`config.mk`:
```
export PLATFORM = sky130hd
export DESIGN_NAME = pmlc_top
export DESIGN_NICKNAME = d
export VERILOG_FILES = /design/src/logic/pmlc_pkg.sv /design/src/logic/pmlc_led_mux.sv /design/src/logic/pmlc_mode_resolve.sv /design/src/logic/pmlc_top.sv
export SDC_FILE = /design/constraint.sdc
export NUM_CORES = 1
export LEC_CHECK = 0
export ABC_CLOCK_PERIOD_IN_PS = 3000
export BUFFER_PORTS_ARGS = -buffer_cell sky130_fd_sc_hd__buf_4
export CELL_PAD_IN_SITES_DETAIL_PLACEMENT = 1
export CELL_PAD_IN_SITES_GLOBAL_PLACEMENT = 2
export CORE_UTILIZATION = 33
export DETAILED_ROUTE_END_ITERATION = 8
export PLACE_DENSITY_LB_ADDON = 0.25
export SYNTH_ARGS = -nofsm -noshare
export SYNTH_HDL_FRONTEND = slang
export SYNTH_SLANG_ARGS = --single-unit
export TNS_END_PERCENT = 30
```
`constraint.sdc`:
```
create_clock -name hclk -period 3 [get_ports hclk]
set_input_delay 0.3 -clock hclk [delete_from_list [all_inputs] [get_ports hclk]]
set_output_delay 0.3 -clock hclk [all_outputs]
set_load 0.005 [all_outputs]
```
`src/logic/pmlc_pkg.sv`:
```
// Purpose: constants and types shared by the PHY mode and LED select control logic
// Assumes: 32-bit AHB-Lite register window, one word per register
// Notes:   register indices are word indices; byte address = index * 4
// Function
// - Manual mode: own speed bit picks 100/10
// - Manual mode: own duplex bit picks full/half
// - Auto select set: own speed bit ignored
// - Auto select, PHY enable clear: PHY speed
// - Auto select, PHY enable clear: PHY duplex
// - Autoneg mode only when both enables set
// - LED A routed by 3-bit select code
// - LED B routed by independent select code
// - MAC duplex bit clear means half duplex
package pmlc_pkg;

	// ----------------------------------------------------------------
	// Register map
	// ----------------------------------------------------------------
	localparam logic [5:0]  MODE_LED_IDX   = 6'h0A;
	localparam logic [5:0]  MAC_DUPLEX_IDX = 6'h0B;
	localparam logic [5:0]  STATUS_IDX     = 6'h0C;
	localparam logic [7:0]  MODE_LED_ADDR  = {MODE_LED_IDX, 2'b00};
	localparam logic [7:0]  MAC_DUPLEX_ADDR = {MAC_DUPLEX_IDX, 2'b00};
	localparam logic [7:0]  STATUS_ADDR    = {STATUS_IDX, 2'b00};

	// ----------------------------------------------------------------
	// Mode and LED control register fields
	// ----------------------------------------------------------------
	localparam int          SPEED_BIT      = 13;
	localparam int          DUPLEX_BIT     = 12;
	localparam int          AN_SEL_BIT     = 11;
	localparam int          LED_A_LSB      = 5;
	localparam int          LED_B_LSB      = 2;
	localparam int          LED_SEL_W      = 3;
	localparam logic [15:0] MODE_LED_RESET = 16'h0000;
	localparam logic [15:0] MODE_LED_WMASK = 16'h38FC;

	// ----------------------------------------------------------------
	// MAC duplex register and status register fields
	// ----------------------------------------------------------------
	localparam int          MAC_FDX_BIT    = 0;
	localparam logic        MAC_FDX_RESET  = 1'b0;
	localparam int          ST_SPEED_BIT   = 0;
	localparam int          ST_DUPLEX_BIT  = 1;
	localparam int          ST_ANMODE_BIT  = 2;
	localparam int          ST_LED_A_BIT   = 3;
	localparam int          ST_LED_B_BIT   = 4;
	localparam int          ST_IND_LSB     = 8;

	// ----------------------------------------------------------------
	// Status indication vector positions
	// ----------------------------------------------------------------
	localparam int          IND_W          = 6;
	localparam int          IND_TEN_LINK   = 0;
	localparam int          IND_FULL_DUP   = 1;
	localparam int          IND_ACTIVITY   = 2;
	localparam int          IND_FAST_LINK  = 3;
	localparam int          IND_RECEIVE    = 4;
	localparam int          IND_TRANSMIT   = 5;

	localparam logic [1:0]  HTRANS_NONSEQ  = 2'h2;
	localparam logic [1:0]  HRESP_OKAY     = 2'h0;

	typedef enum logic [LED_SEL_W-1:0] {
		LED_ANY_LINK  = 3'h0,
		LED_RESERVED  = 3'h1,
		LED_TEN_LINK  = 3'h2,
		LED_FULL_DUP  = 3'h3,
		LED_ACTIVITY  = 3'h4,
		LED_FAST_LINK = 3'h5,
		LED_RECEIVE   = 3'h6,
		LED_TRANSMIT  = 3'h7
	} pmlc_led_sel_t;

endpackage

```
`src/logic/pmlc_led_mux.sv`:
```
// Purpose: routes one status indication to an LED pin by select code
// Assumes: indications already synchronised, active high
// Notes:   the reserved code drives the LED off
`timescale 1ns/1ps
`default_nettype none
module pmlc_led_mux (
	input  wire logic                                sel_code,
	input  wire logic [pmlc_pkg::LED_SEL_W-1:0]      led_sel,
	input  wire logic [pmlc_pkg::IND_W-1:0]          ind,
	output logic                                     led
);
	import pmlc_pkg::*;

	always_comb begin
		unique case (pmlc_led_sel_t'(led_sel))
			LED_ANY_LINK:  led = ind[IND_FAST_LINK] | ind[IND_TEN_LINK];
			LED_RESERVED:  led = 1'b0;
			LED_TEN_LINK:  led = ind[IND_TEN_LINK];
			LED_FULL_DUP:  led = ind[IND_FULL_DUP];
			LED_ACTIVITY:  led = ind[IND_ACTIVITY];
			LED_FAST_LINK: led = ind[IND_FAST_LINK];
			LED_RECEIVE:   led = ind[IND_RECEIVE];
			LED_TRANSMIT:  led = ind[IND_TRANSMIT];
		endcase
		led = led & sel_code;
	end
endmodule // pmlc_led_mux
`default_nettype wire

```
`src/logic/pmlc_mode_resolve.sv`:
```
// Purpose: picks the PHY's effective speed, duplex and negotiation mode
// Assumes: all inputs on the system clock
// Notes:   purely combinational; the caller registers the results
`timescale 1ns/1ps
`default_nettype none
module pmlc_mode_resolve (
	input  wire logic autoneg_select,
	input  wire logic speed_select,
	input  wire logic duplex_select,
	input  wire logic phy_ctrl_speed,
	input  wire logic phy_ctrl_duplex,
	input  wire logic phy_autoneg_enable,
	input  wire logic an_speed_100,
	input  wire logic an_full_duplex,
	output logic      speed_100,
	output logic      full_duplex,
	output logic      autoneg_mode
);
	import pmlc_pkg::*;

	always_comb begin
		autoneg_mode = autoneg_select & phy_autoneg_enable;
		if (!autoneg_select) begin
			speed_100   = speed_select;
			full_duplex = duplex_select;
		end else if (!phy_autoneg_enable) begin
			speed_100   = phy_ctrl_speed;
			full_duplex = phy_ctrl_duplex;
		end else begin
			// Own bits are ignored once negotiation owns the link
			speed_100   = an_speed_100;
			full_duplex = an_full_duplex;
		end
	end
endmodule // pmlc_mode_resolve
`default_nettype wire

```
`src/logic/pmlc_top.sv`:
```
// Purpose: PHY speed/duplex/negotiation control and LED routing behind AHB-Lite
// Assumes: single slave on the bus; PHY control bits and negotiation result
//          come from logic on hclk; LED indications arrive asynchronously
// Notes:   zero wait states; every access answers OKAY
//
// Local design decision: the AHB-Lite interface to the registers.
`timescale 1ns/1ps
`default_nettype none
module pmlc_top #(
	parameter int ADDR_W = 12
) (
	input  wire logic              hclk,
	input  wire logic              hresetn,
	input  wire logic              hsel,
	input  wire logic [ADDR_W-1:0] haddr,
	input  wire logic [1:0]        htrans,
	input  wire logic              hwrite,
	input  wire logic [2:0]        hsize,
	input  wire logic [31:0]       hwdata,
	input  wire logic              hready,
	output logic                   hreadyout,
	output logic [1:0]             hresp,
	output logic [31:0]            hrdata,
	input  wire logic              phy_ctrl_speed,
	input  wire logic              phy_ctrl_duplex,
	input  wire logic              phy_autoneg_enable,
	input  wire logic              an_speed_100,
	input  wire logic              an_full_duplex,
	input  wire logic              ten_link_ind,
	input  wire logic              full_duplex_ind,
	input  wire logic              activity_ind,
	input  wire logic              fast_link_ind,
	input  wire logic              receive_ind,
	input  wire logic              transmit_ind,
	output logic                   phy_speed_100,
	output logic                   phy_full_duplex,
	output logic                   phy_autoneg_mode,
	output logic                   mac_full_duplex,
	output logic                   mac_collision_checks,
	output logic                   led_out_a,
	output logic                   led_out_b
);
	import pmlc_pkg::*;

	// ----------------------------------------------------------------
	// State
	// ----------------------------------------------------------------
	typedef struct packed {
		logic [15:0]      ctrl;
		logic             mac_fdx;
		logic             dp_valid;
		logic             dp_write;
		logic             dp_hit;
		logic [5:0]       dp_idx;
		logic [31:0]      rdata;
		logic [IND_W-1:0] sync1;
		logic [IND_W-1:0] sync2;
		logic [IND_W-1:0] sync3;
		logic [IND_W-1:0] ind;
		logic             speed;
		logic             duplex;
		logic             an_mode;
		logic             led_a;
		logic             led_b;
	} pmlc_top_state_t;

	localparam pmlc_top_state_t STATE_RESET = '{
		ctrl:    MODE_LED_RESET,
		mac_fdx: MAC_FDX_RESET,
		default: '0
	};

	pmlc_top_state_t  state_reg;
	pmlc_top_state_t  state_next;
	logic [IND_W-1:0] ind_pins;
	logic             eff_speed;
	logic             eff_duplex;
	logic             eff_an_mode;
	logic             led_a_next;
	logic             led_b_next;
	logic             addr_take;
	logic             addr_hit;

	assign ind_pins = {transmit_ind, receive_ind, fast_link_ind,
		activity_ind, full_duplex_ind, ten_link_ind};

	// ----------------------------------------------------------------
	// Mode selection and LED routing
	// ----------------------------------------------------------------
	pmlc_mode_resolve u_mode (
		.autoneg_select     (state_reg.ctrl[AN_SEL_BIT]),
		.speed_select       (state_reg.ctrl[SPEED_BIT]),
		.duplex_select      (state_reg.ctrl[DUPLEX_BIT]),
		.phy_ctrl_speed     (phy_ctrl_speed),
		.phy_ctrl_duplex    (phy_ctrl_duplex),
		.phy_autoneg_enable (phy_autoneg_enable),
		.an_speed_100       (an_speed_100),
		.an_full_duplex     (an_full_duplex),
		.speed_100          (eff_speed),
		.full_duplex        (eff_duplex),
		.autoneg_mode       (eff_an_mode)
	);

	pmlc_led_mux u_led_a (
		.sel_code (1'b1),
		.led_sel  (state_reg.ctrl[LED_A_LSB +: LED_SEL_W]),
		.ind      (state_reg.ind),
		.led      (led_a_next)
	);

	pmlc_led_mux u_led_b (
		.sel_code (1'b1),
		.led_sel  (state_reg.ctrl[LED_B_LSB +: LED_SEL_W]),
		.ind      (state_reg.ind),
		.led      (led_b_next)
	);

	// ----------------------------------------------------------------
	// Bus decode
	// ----------------------------------------------------------------
	assign addr_take = hsel & hready & (htrans == HTRANS_NONSEQ || htrans[1]);
	assign addr_hit  = (haddr[ADDR_W-1:8] == '0) && (haddr[1:0] == 2'h0) &&
		(haddr[7:2] == MODE_LED_IDX || haddr[7:2] == MAC_DUPLEX_IDX ||
		haddr[7:2] == STATUS_IDX);

	// ----------------------------------------------------------------
	// Next state
	// ----------------------------------------------------------------
	always_comb begin
		state_next = state_reg;

		// Data phase: a write lands now; reserved bits are never stored
		if (state_reg.dp_valid && state_reg.dp_write && state_reg.dp_hit) begin
			if (state_reg.dp_idx == MODE_LED_IDX) begin
				state_next.ctrl = hwdata[15:0] & MODE_LED_WMASK;
			end
			if (state_reg.dp_idx == MAC_DUPLEX_IDX) begin
				state_next.mac_fdx = hwdata[MAC_FDX_BIT];
			end
		end

		// Address phase: capture, and prepare read data from post-write
		// values so a read right behind a write sees the new contents
		if (hready) begin
			state_next.dp_valid = addr_take;
			state_next.dp_write = hwrite;
			state_next.dp_hit   = addr_hit;
			state_next.dp_idx   = haddr[7:2];
		end
		state_next.rdata = state_reg.rdata;
		if (addr_take && !hwrite) begin
			state_next.rdata = 32'h0000_0000;
			if (addr_hit) begin
				unique case (haddr[7:2])
					MODE_LED_IDX: state_next.rdata[15:0] = state_next.ctrl;
					MAC_DUPLEX_IDX: state_next.rdata[MAC_FDX_BIT] = state_next.mac_fdx;
					default: begin
						state_next.rdata[ST_SPEED_BIT]  = state_reg.speed;
						state_next.rdata[ST_DUPLEX_BIT] = state_reg.duplex;
						state_next.rdata[ST_ANMODE_BIT] = state_reg.an_mode;
						state_next.rdata[ST_LED_A_BIT]  = state_reg.led_a;
						state_next.rdata[ST_LED_B_BIT]  = state_reg.led_b;
						state_next.rdata[ST_IND_LSB +: IND_W] = state_reg.ind;
					end
				endcase
			end
		end

		// Indications: accepted only when the second and third stage agree
		state_next.sync1 = ind_pins;
		state_next.sync2 = state_reg.sync1;
		state_next.sync3 = state_reg.sync2;
		for (int i = 0; i < IND_W; i++) begin
			if (state_reg.sync2[i] == state_reg.sync3[i]) begin
				state_next.ind[i] = state_reg.sync3[i];
			end
		end

		// Recomputed every cycle, so no reset is needed after a change
		state_next.speed   = eff_speed;
		state_next.duplex  = eff_duplex;
		state_next.an_mode = eff_an_mode;
		state_next.led_a   = led_a_next;
		state_next.led_b   = led_b_next;
	end

	always_ff @(posedge hclk or negedge hresetn) begin
		if (!hresetn) begin
			state_reg <= STATE_RESET;
		end else begin
			state_reg <= state_next;
		end
	end

	// ----------------------------------------------------------------
	// Outputs
	// ----------------------------------------------------------------
	assign hreadyout            = 1'b1;
	assign hresp                = HRESP_OKAY;
	assign hrdata               = state_reg.rdata;
	assign phy_speed_100        = state_reg.speed;
	assign phy_full_duplex      = state_reg.duplex;
	assign phy_autoneg_mode     = state_reg.an_mode;
	assign mac_full_duplex      = state_reg.mac_fdx;
	// Collision and quality checks only make sense in half duplex
	assign mac_collision_checks = ~state_reg.mac_fdx;
	assign led_out_a            = state_reg.led_a;
	assign led_out_b            = state_reg.led_b;
endmodule // pmlc_top
`default_nettype wire
```
## Word-level counts from Yosys, hierarchy flattened

Cells that the tools add are included.

| storage, ports and cells | value |
|---|---|
| bits of input ports | 65 |
| flip-flop bits (word level) | 71 |

| operators by class | value |
|---|---|
| reduce and logical (&&, ||, !) cells | 13 |
| bitwise operators | 5 |
| equal/unequal tests | 26 |
| multiplexer cells | 15 |

Operators with widths:

| kind | number |
|---|---|
| 16-bit two-way mux | 2 |
| 6-bit by 4-bit == test with 1-bit output (second input constant) | 5 |
| 3-bit == test (second input constant) | 8 |
| 17-bit two-way mux | 1 |
| 1-bit one-hot mux with 8 select lines | 2 |
| 3-bit by 2-bit == test with 1-bit output (second input constant) | 4 |
| 6-bit one-hot mux with 2 select lines | 1 |
| 4-bit one-hot mux with 2 select lines | 1 |
| 1-bit == test | 6 |
| 3-bit by 1-bit == test with 1-bit output (second input constant) | 2 |
| 3-bit zero test | 2 |
| 1-bit logical AND | 5 |
| 1-bit two-way mux | 5 |
| 4-bit zero test | 1 |
| 1-bit AND | 3 |
| 1-bit logical OR | 3 |
| 3-bit two-way mux | 1 |
| 2-bit == test (second input constant) | 1 |
| 2-bit zero test | 1 |
| 2-bit two-way mux | 1 |
| 1-bit one-hot mux with 2 select lines | 1 |
| 1-bit zero test | 1 |
| 1-bit NOT | 1 |
| 1-bit bitwise OR | 1 |

## Logic depth before layout (Yosys ltp)

Gate-level depths: netlist of the first run.

| logic depth | value |
|---|---|
| word-level depth | 5 |
| depth in mapped cells | 6 |
| mapped depth without buffers | 4 |

## Modules after synthesis

From an unflattened synthesis of the first run, not the netlist that was laid out.

| unflattened totals | value |
|---|---|
| cell total of the unflattened synthesis | 244 |
| area total of the unflattened synthesis | 3031.7 sq um |

By module, submodules not included:

| module | times used | area an instance (sq um) | cells each |
|---|---|---|---|
| pmlc_top | 1 | 2849.0 | 217 |
| pmlc_led_mux | 2 | 68.8 | 10 |
| pmlc_mode_resolve | 1 | 45.0 | 7 |

## Worst setup path before layout of the first run

OpenSTA, ideal clock, no wires.

| path | value |
|---|---|
| path type | register to register |
| start | register state_reg[63] in the netlist's numbering |
| end | register state_reg, in the netlist hrdata[5] |
| data arrival time | 1.843 ns |
| clock period less this slack | 1.964 ns |
| path slack | 1.036 ns |
| library setup time | 0.120 ns |
| data required time | 2.880 ns |
| cell stages (with the launch flop) | 6 |
| path through | dfrtp_1 or4b_4 or3_1 buf_6 mux2_4 a41o_1 |

RTL lines:

| item | RTL line | text |
|---|---|---|
| from (decl) | pmlc_top.sv:73 | `pmlc_top_state_t state_reg;` |
| from (signal assigned) | pmlc_top.sv:191 | `state_reg <= state_next;` |

==> results of run 1 <==
## power by group through the flow
stage	sequential, mW	clock [mW]	combinational [mW]
2_1_floorplan	1.03	0	0.0768
3_3_place_gp	1.04	0	0.134
3_5_place_dp	1.04	0	0.135
4_1_cts	1.03	0.782	0.136
5_1_grt	1.03	0.816	0.150
6_report	1.03	0.755	0.132
## kinds of logic (layout without fill, tap and decap cells)
kind of cell | Yosys count | count (layout) | share of synthesized area [%]
DFF | 71 | 71 | 58.9
buffers and inverters | 63 | 97 | 12.9
and+or+nand+nor | 51 | 51 | 9.25
AOI/OAI and AO/OA | 35 | 35 | 7.76
muxes | 22 | 22 | 9.00
adders and majority gates | 6 | 6 | 1.99
other | 2 | 19 | 0.249
## per-layer routing
layer | up-vias | wire length, um | share of wire [%]
met2 | 50 | 2800 | 46
met4 | 0 | 73 | 1.2
li1 | 891 | - | -
met3 | 6 | 316 | 5.2
met5 | - | 0 | 0
met1 | 905 | 2840 | 47
## cell usage after synthesis (all sizes together)
library cell   n
or3            1
nor3           6
clkbuf         6
inv           19
a2bb2oi        1
or3b           1
o211ai         4
and3b          1
nor4           2
nand2         17
mux4           2
and2           5
mux2          12
mux2i          8
maj3           6
nor2           3
a21oi          4
conb           2
nand4b         1
nand3         10
buf           38
o21a           1
dfrtp         71
or4b           1
a32oi          6
nand2b         2
a311o          1
nand4          1
a41o           3
o21ai         15
## stage by stage
| step | util (%) | setup slack [ns] | hold slack (ns) | instance area (um^2) | power, mW |
|---|---|---|---|---|---|
| 6_report | 40.5 | 0.695 | 0.0620 | 3570 | 1.91 |
| 5_1_grt | 40.5 | 0.603 | 0.0322 | 3570 | 2.00 |
| 4_1_cts | 40.5 | 0.671 | 0.0421 | 3570 | 1.94 |
| 3_5_place_dp | 38.3 | 0.671 | 0.336 | 3370 | 1.18 |
| 3_3_place_gp | 38.3 | 0.683 | 0.336 | 3370 | 1.18 |
| 2_1_floorplan | - | 1.04 | 0.00441 | 3080 | 1.11 |
## layout make-up
type | count | area (um^2)
fillers | 970 | 5240
flip-flops and latches | 71 | 1780
multi-input cells | 133 | 916
repair buffers | 63 | 473
clock buffers | 10 | 138
well taps | 108 | 135
inverters | 19 | 71.3
clock inverters | 5 | 58.8
## worst max path at each step
stage               slack [ns]  depth (start not counted)    endpoint
global route              0.60                          4   hrdata[6]
detailed placement        0.67                          5   hrdata[1]
CTS                       0.67                          4   hrdata[6]
floorplan                 1.04                          5   hrdata[5]
global placement          0.68                          5  hrdata[10]
finish                    0.69                          4   hrdata[6]
==> out/metrics.csv, run 1 <==
metric,value,unit
status,finished with violations,
failing checks,design-rule violations,
initial antenna violation count,0,
gr busiest metal,met2,
M3 GR Usage,4.60,%
GP Congestion,0.690,
Unique masters post-synth,36,
routed len/inst,14.7,um
Leak,1.80,nW
Die Y,97.6,um
n_diodes,0,
Slew Limit Fails,0,
R2R Path End,hrdata[6],
Comb power frac,6.9,%
post-synth top area share,58.9,%
FP Rows,34,
HPWL Detailed,4220,um
number of flip-flops in the largest register,37,
setup bufs post-CTS,0,
I/O pin cnt,107,
initial drt markers,81,
RSZ-0062 raised after global routing,no,
Power Internal,1.47,mW
CTS buffer count,9,
crit-path max FO,14,
Clock Skews,0.0111,ns
CTS tree,built,
clock latency at the later pin of the worst-skew pair,0.34,ns
largest net degree at the start of global routing,72,
slowest CP cell,or3_1,
syn avg cell area,12.1,um^2
PortBufs,61,
final setup fails,0,
Post-Syn Area,3020,um^2
worst path cell trace,"or4b_4, or3_1, mux2_4, a41o_1",
clock power share,39.5,%
cells after synthesis,250,
"area leader, netlist",dfrtp_1,
Pwr Density,536,nW/um^2
GR Util met2,21.5,%
H-tree level count,3,
vias per cell,4.53,
Core Box Area,8810,um^2
hold-fix buffers at CTS,0,
Layout area overhead,18.3,%
Hold Path Stages,1,
CP top delay family,simple AND/OR/NAND/NOR gates,
ANT nets after route,0,
CTS resizes,0,
Die Area,9530,um^2
drt first pass iters,9,
actual slew at the worst max-slew pin,0.884,ns
via count,1852,
CTS max path bufs,2,
Max-cap violations,0,
Crit path required time,3.23,ns
Net Sw Power,443,uW
vias in the first global route,1955,
Yosys warnings,0,
Synth Register Bits,71,
DRT Wirelength,6020,um
first-pass GRT wire length,10200,um
Post-Place Cells,394,
register area share after synthesis,58.9,%
period utilization,76.8,%
Critical Path Start,state_reg[63],
Die X,97.6,um
synth top area cells,"dfrtp_1, buf_4, mux2_2",
"Reg clk slew, reported paths",0.08,ns
worst r2r path cells,4,
DRC viols,10,
GRT overflow,0,
hold path start,full_duplex_ind,
Initial Util,34.3,%
TNS Setup,0,ns
Crit Reg-Reg Startpoint,state_reg[63],
"commonest cells after routing, fill and taps aside","dfrtp_1, buf_4, inv_1, conb_1, nand2_1",
"Buf+Inv Stages, Crit Path",0,
GRT Resource Usage Total,14.1,%
Rel. slew slack,41.1,%
fin cells,409,
Startpoint Class,register,
Tmin final,2.31,ns
Worst path max stage delay,0.65,ns
CTS root buf,clkbuf_8,
Final Net Count,362,
Sw Share,23.2,%
fmax,434,MHz
share of cells above drive strength 1,31.6,%
part of the power in registers,53.6,%
endpoints failing hold,0,
HP Class,primary input to register,
WHS Endpoint,state_next[18],
crit path DAT,2.53,ns
"commonest non-fill, non-tap cell in the layout",dfrtp_1,
Sink Count,71,
GR Layer Usage met1,18.9,%
R2R setup slack,0.69,ns
Max VDD drop,0.263,mV
WS Path Type,register to register,
Critical Path End Type,register,
Power figures use the tool's default switching activity.
==> run 2: changes to the inputs <==
ABC_CLOCK_PERIOD_IN_PS = 2380   (was 3000)
CORE_UTILIZATION = 31   (was 33)
clock period = 2.38 ns   (was 3 ns; I/O delays follow)
==> out/metrics.csv, run 2 (synthesized netlist as in run 1, its figures left out) <==
metric,value,unit,change
hold-fix buffers at CTS,6,,was 0
initial antenna violation count,0,,unchanged
largest net degree at the start of global routing,72,,unchanged
GRT overflow,0,,unchanged
CTS max path bufs,2,,unchanged
met2 wire length,3200,um,was 2800 um
Sw Share,22.2,%,was 23.2%
crit path DAT,2.32,ns,was 2.53 ns
"commonest cells after routing, fill and taps aside","dfrtp_1, buf_4, inv_1, conb_1, nand2_1",,unchanged
Layout area overhead,23.4,%,was 18.3%
routed length on met1,2850,um,was 2840 um
Critical Path End Type,register,,unchanged
area occupied by multi-input gates,916,um^2,unchanged
I/O pin cnt,107,,unchanged
part of the power in registers,51.1,%,was 53.6%
Power Internal,1.97,mW,was 1.47 mW
GRT Resource Usage Total,13.7,%,was 14.1%
DRC viols,0,,was 10
drt first pass iters,4,,was 9
Max-cap violations,0,,unchanged
Worst path max stage delay,0.55,ns,was 0.65 ns
Reg area,1780,um^2,unchanged
final setup fails,0,,unchanged
actual slew at the worst max-slew pin,0.905,ns,was 0.884 ns
Clock Skews,0.00813,ns,was 0.0111 ns
Max VDD drop,0.289,mV,was 0.263 mV
H-tree level count,3,,unchanged
"Buf+Inv Stages, Crit Path",1,,was 0
Pwr Density,679,nW/um^2,was 536 nW/um^2
Die Y,101,um,was 97.6 um
clock power share,41.9,%,was 39.5%
RSZ-0062 raised after global routing,no,,unchanged
Slew Limit Fails,0,,unchanged
R2R setup slack,0.27,ns,was 0.69 ns
worst-case hold slack,0.0298,ns,was 0.0620 ns
initial drt markers,47,,was 81
n_diodes,0,,unchanged
WS Path Type,register to register,,unchanged
Tmin final,2.11,ns,was 2.31 ns
Crit Reg-Reg Startpoint,state_reg[63],,unchanged
CP top delay family,simple AND/OR/NAND/NOR gates,,unchanged
FP Rows,35,,was 34
number of flip-flops in the largest register,37,,unchanged
GP Congestion,0.720,,was 0.690
routed len/inst,14.5,um,was 14.7 um
Crit path required time,2.59,ns,was 3.23 ns
Highest Signal Layer,met4,,unchanged
Sink Count,71,,unchanged
vias in the first global route,2087,,"was 1,955"
Leak,1.87,nW,was 1.80 nW
Rel. slew slack,39.7,%,was 41.1%
ANT nets after route,0,,unchanged
crit-path max FO,6,,was 14
Net Sw Power,562,uW,was 443 uW
Comb power frac,7.0,%,was 6.9%
clock latency at the later pin of the worst-skew pair,0.34,ns,about the same
fmax,475,MHz,was 434 MHz
CTS tree,built,,unchanged
CTS buffer count,9,,unchanged
period utilization,88.5,%,was 76.8%
met3 WL,232,um,was 316 um
vias per cell,4.47,,was 4.53
"commonest non-fill, non-tap cell in the layout",dfrtp_1,,unchanged
Die Area,10100,um^2,was 9530 um^2
share of cells above drive strength 1,32.3,%,was 31.6%
Final Net Count,374,,was 362
first-pass GRT wire length,10400,um,"was 10,200 um"
setup bufs post-CTS,0,,unchanged
CTS root buf,clkbuf_8,,unchanged
worst path cell trace,"or4b_4, or3_1, buf_4, mux2i_1, o21ai_0",,"was or4b_4, or3_1, mux2_4, a41o_1"
Die X,101,um,was 97.6 um
slowest CP cell,or4b_4,,was or3_1
via count,1974,,"was 1,852"
HP Class,primary input to asynchronous set/reset pin,,was primary input to register
Initial Util,32.3,%,was 34.3%
TNS Setup,0,ns,unchanged
R2R Path End,hrdata[2],,was hrdata[6]
PortBufs,61,,unchanged
status,completed,,was finished with violations
Core Box Area,9330,um^2,was 8810 um^2
Startpoint Class,register,,unchanged
endpoints failing hold,0,,unchanged
worst r2r path cells,5,,was 4
CTS resizes,0,,unchanged
DRT Wirelength,6400,um,was 6020 um
Filler cells,1050,,was 970
HPWL Detailed,4510,um,was 4220 um
"Reg clk slew, reported paths",0.08,ns,about the same
run 2: cell count changes in the layout (fill, tap and decap cells not counted):
cell | previous run | this run
clkinvlp_4 | 2 | 0
dlygate4sd3_1 | 0 | 6
clkinv_4 | 1 | 2
bufinv_16 | 1 | 2
buf_4 | 63 | 69
run 2: cell type report:
cell class,instances,share of cell area (%)
multi-input combinational,133,24.6
sequential,71,47.7
clock buffer,10,3.70
inverter,19,1.92
tap,129,4.33
timing repair buffer,75,15.5
clock inverter,5,2.22
run 2: per-stage QoR:
step                setup slack, ns  power, mW  util [%]  std cells  area [um^2]
floorplan                     0.416       1.40         -        267         3080
global placement              0.292       1.49      36.9        421         3440
detailed placement            0.266       1.49      36.9        421         3440
CTS                           0.235       2.58      39.9        442         3720
global route                  0.138       2.63      39.9        442         3720
finish                        0.273       2.53      39.9        442         3720
run 2: power by group through the flow:
stage          Clock (mW)  Combinational, mW  Sequential [mW]
3_5_place_dp            0              0.173             1.32
6_report             1.06              0.177             1.29
4_1_cts              1.10              0.182             1.29
5_1_grt              1.14              0.197             1.30
3_3_place_gp            0              0.171             1.32
2_1_floorplan           0             0.0968             1.30
run 2: routing by layer:
layer  track usage (%)  vias to the layer above
met1              16.9                     1002
met3              2.43                        7
li1                  -                      917
met5                 0                        -
met2              23.0                       48
met4              7.25                        0
run 2: how the worst max path moves through the flow:
stage               slack (ns)  cells past startpoint        end          start
detailed placement        0.27                      5  hrdata[3]  state_reg[63]
global placement          0.29                      5  hrdata[3]  state_reg[63]
CTS                       0.24                      5  hrdata[2]  state_reg[63]
finish                    0.27                      5  hrdata[2]  state_reg[63]
floorplan                 0.42                      5  hrdata[5]  state_reg[63]
global route              0.14                      5  hrdata[3]  state_reg[63]
run 2: worst reg2reg max path, cell delays in order (launching register included):
cell and delay [ns]:
dfrtp_1 0.38, or4b_4 0.55, or3_1 0.52, buf_4 0.22
mux2i_1 0.20, o21ai_0 0.12
==> run 3: changes to the inputs <==
RECOVER_POWER = 100   (was not set)
==> out/metrics.csv, run 3 (synthesized netlist as in run 1, its figures left out) <==
metric,value,unit,change
status,finished with violations,,was completed
failing checks,"max-capacitance violations, max-slew violations",,
Final Net Count,374,,unchanged
drt first pass iters,4,,unchanged
Slew Limit Fails,72,,was 0
DRT Wirelength,6380,um,was 6400 um
Crit path required time,2.61,ns,was 2.59 ns
clock power share,42.1,%,was 41.9%
Die Y,101,um,unchanged
ANT nets after route,0,,unchanged
RSZ-0062 raised after global routing,no,,unchanged
via count,1976,,"was 1,974"
number of flip-flops in the largest register,37,,unchanged
crit-path max FO,6,,unchanged
Critical Path End Type,register,,unchanged
Sink Count,71,,unchanged
HP Class,primary input to register,,was primary input to asynchronous set/reset pin
Comb power frac,6.8,%,was 7.0%
WS Path Type,register to register,,unchanged
Leak,1.82,nW,was 1.87 nW
"commonest non-fill, non-tap cell in the layout",dfrtp_1,,unchanged
GRT Resource Usage Total,13.7,%,unchanged
Pwr Density,685,nW/um^2,was 679 nW/um^2
Rel. slew slack,-18.4,%,was 39.7%
Power Internal,1.96,mW,was 1.97 mW
H-tree level count,3,,unchanged
post-layout instance area,3690,um^2,was 3720 um^2
first-pass GRT wire length,10400,um,unchanged
"Reg clk slew, reported paths",0.08,ns,about the same
Max VDD drop,0.287,mV,was 0.289 mV
period utilization,90.0,%,was 88.5%
Layout area overhead,22.2,%,was 23.4%
CTS buffer count,9,,unchanged
placed cell area,3440,um^2,unchanged
Net Sw Power,563,uW,was 562 uW
n_diodes,0,,unchanged
part of the power in registers,51.1,%,about the same
endpoints failing hold,0,,unchanged
initial drt markers,42,,was 47
clock latency at the later pin of the worst-skew pair,0.34,ns,about the same
Die Area,10100,um^2,unchanged
Max-cap violations,1,,was 0
HPWL Detailed,4510,um,unchanged
Die X,101,um,unchanged
PortBufs,61,,unchanged
Initial Util,32.3,%,unchanged
routed len/inst,14.4,um,was 14.5 um
actual slew at the worst max-slew pin,1.78,ns,was 0.905 ns
CTS max path bufs,2,,unchanged
CTS root buf,clkbuf_8,,unchanged
GRT overflow,0,,unchanged
Tmin final,2.14,ns,was 2.11 ns
vias in the first global route,2087,,unchanged
CTS tree,built,,unchanged
Core Box Area,9330,um^2,unchanged
FP Rows,35,,unchanged
largest net degree at the start of global routing,72,,unchanged
DRC viols,0,,unchanged
Startpoint Class,register,,unchanged
crit path DAT,2.37,ns,was 2.32 ns
Sw Share,22.3,%,was 22.2%
I/O pin cnt,107,,unchanged
GP Congestion,0.720,,unchanged
final setup fails,0,,unchanged
initial antenna violation count,0,,unchanged
share of cells above drive strength 1,29.4,%,was 32.3%
Clock Skews,0.00828,ns,was 0.00813 ns
fmax,467,MHz,was 475 MHz
"commonest cells after routing, fill and taps aside","dfrtp_1, buf_4, clkbuf_4, inv_1, conb_1",,"was dfrtp_1, buf_4, inv_1, conb_1, nand2_1"
TNS Setup,0,ns,unchanged
vias per cell,4.47,,about the same
run 3: cell type report:
class                   instances  area [um^2]
fillers                      1055         5640
flip-flops and latches         71         1780
multi-input cells             133          901
repair buffers                 75          557
well taps                     129          161
clock buffers                  10          138
clock inverters                 5         82.6
inverters                      19         71.3
run 3: metal layers:
layer	GRT usage (%)	vias up	share of wire, %
li1	-	916	-
met3	2.43	11	3.7
met2	23.0	50	49
met1	16.9	999	45
met5	0	-	0
met4	7.25	0	2.3
run 3: repair_timing:
action	in CTS	in global routing
resized for setup	0	0
setup buffers	0	0
hold buffers	6	0
endpoints found under the hold margin	6	0
run 3: worst max-delay path, stage by stage (launching register included):
cell     delay, ns
dfrtp_1       0.37
or4b_1        0.57
or3_1         0.50
mux2_1        0.39
a41o_1        0.19
run 3: worst paths after layout:
kind	end	slack, ns	cells after the start	start
setup / recovery	hrdata[6]	0.24	4	state_reg[63]
hold / removal	mac_full_duplex	0.11	3	hwdata[0]
setup reg to reg	hrdata[6]	0.24	4	state_reg[63]
hold reg to reg	state_next[13]	0.35	0	state_next[19]
max in group asynchronous	state_reg[66]	0.96	1	hresetn
min in group asynchronous	hrdata[15]	0.37	1	hresetn
run 3: power groups by stage:
stage	combinational, mW	sequential (mW)	clock, mW
2_1_floorplan	0.0968	1.30	0
3_3_place_gp	0.171	1.32	0
3_5_place_dp	0.173	1.32	0
4_1_cts	0.182	1.29	1.10
5_1_grt	0.192	1.30	1.14
6_report	0.172	1.29	1.06
run 3: stage by stage:
stage          setup WS (ns)  hold WS (ns)  total power [mW]  cells  util, %
4_1_cts                0.235        0.0542              2.58    442     39.9
6_report               0.239         0.111              2.53    442     39.5
2_1_floorplan          0.416       -0.0576              1.40    267        -
5_1_grt                0.124         0.122              2.63    442     39.5
3_3_place_gp           0.292         0.335              1.49    421     36.9
3_5_place_dp           0.266         0.336              1.49    421     36.9
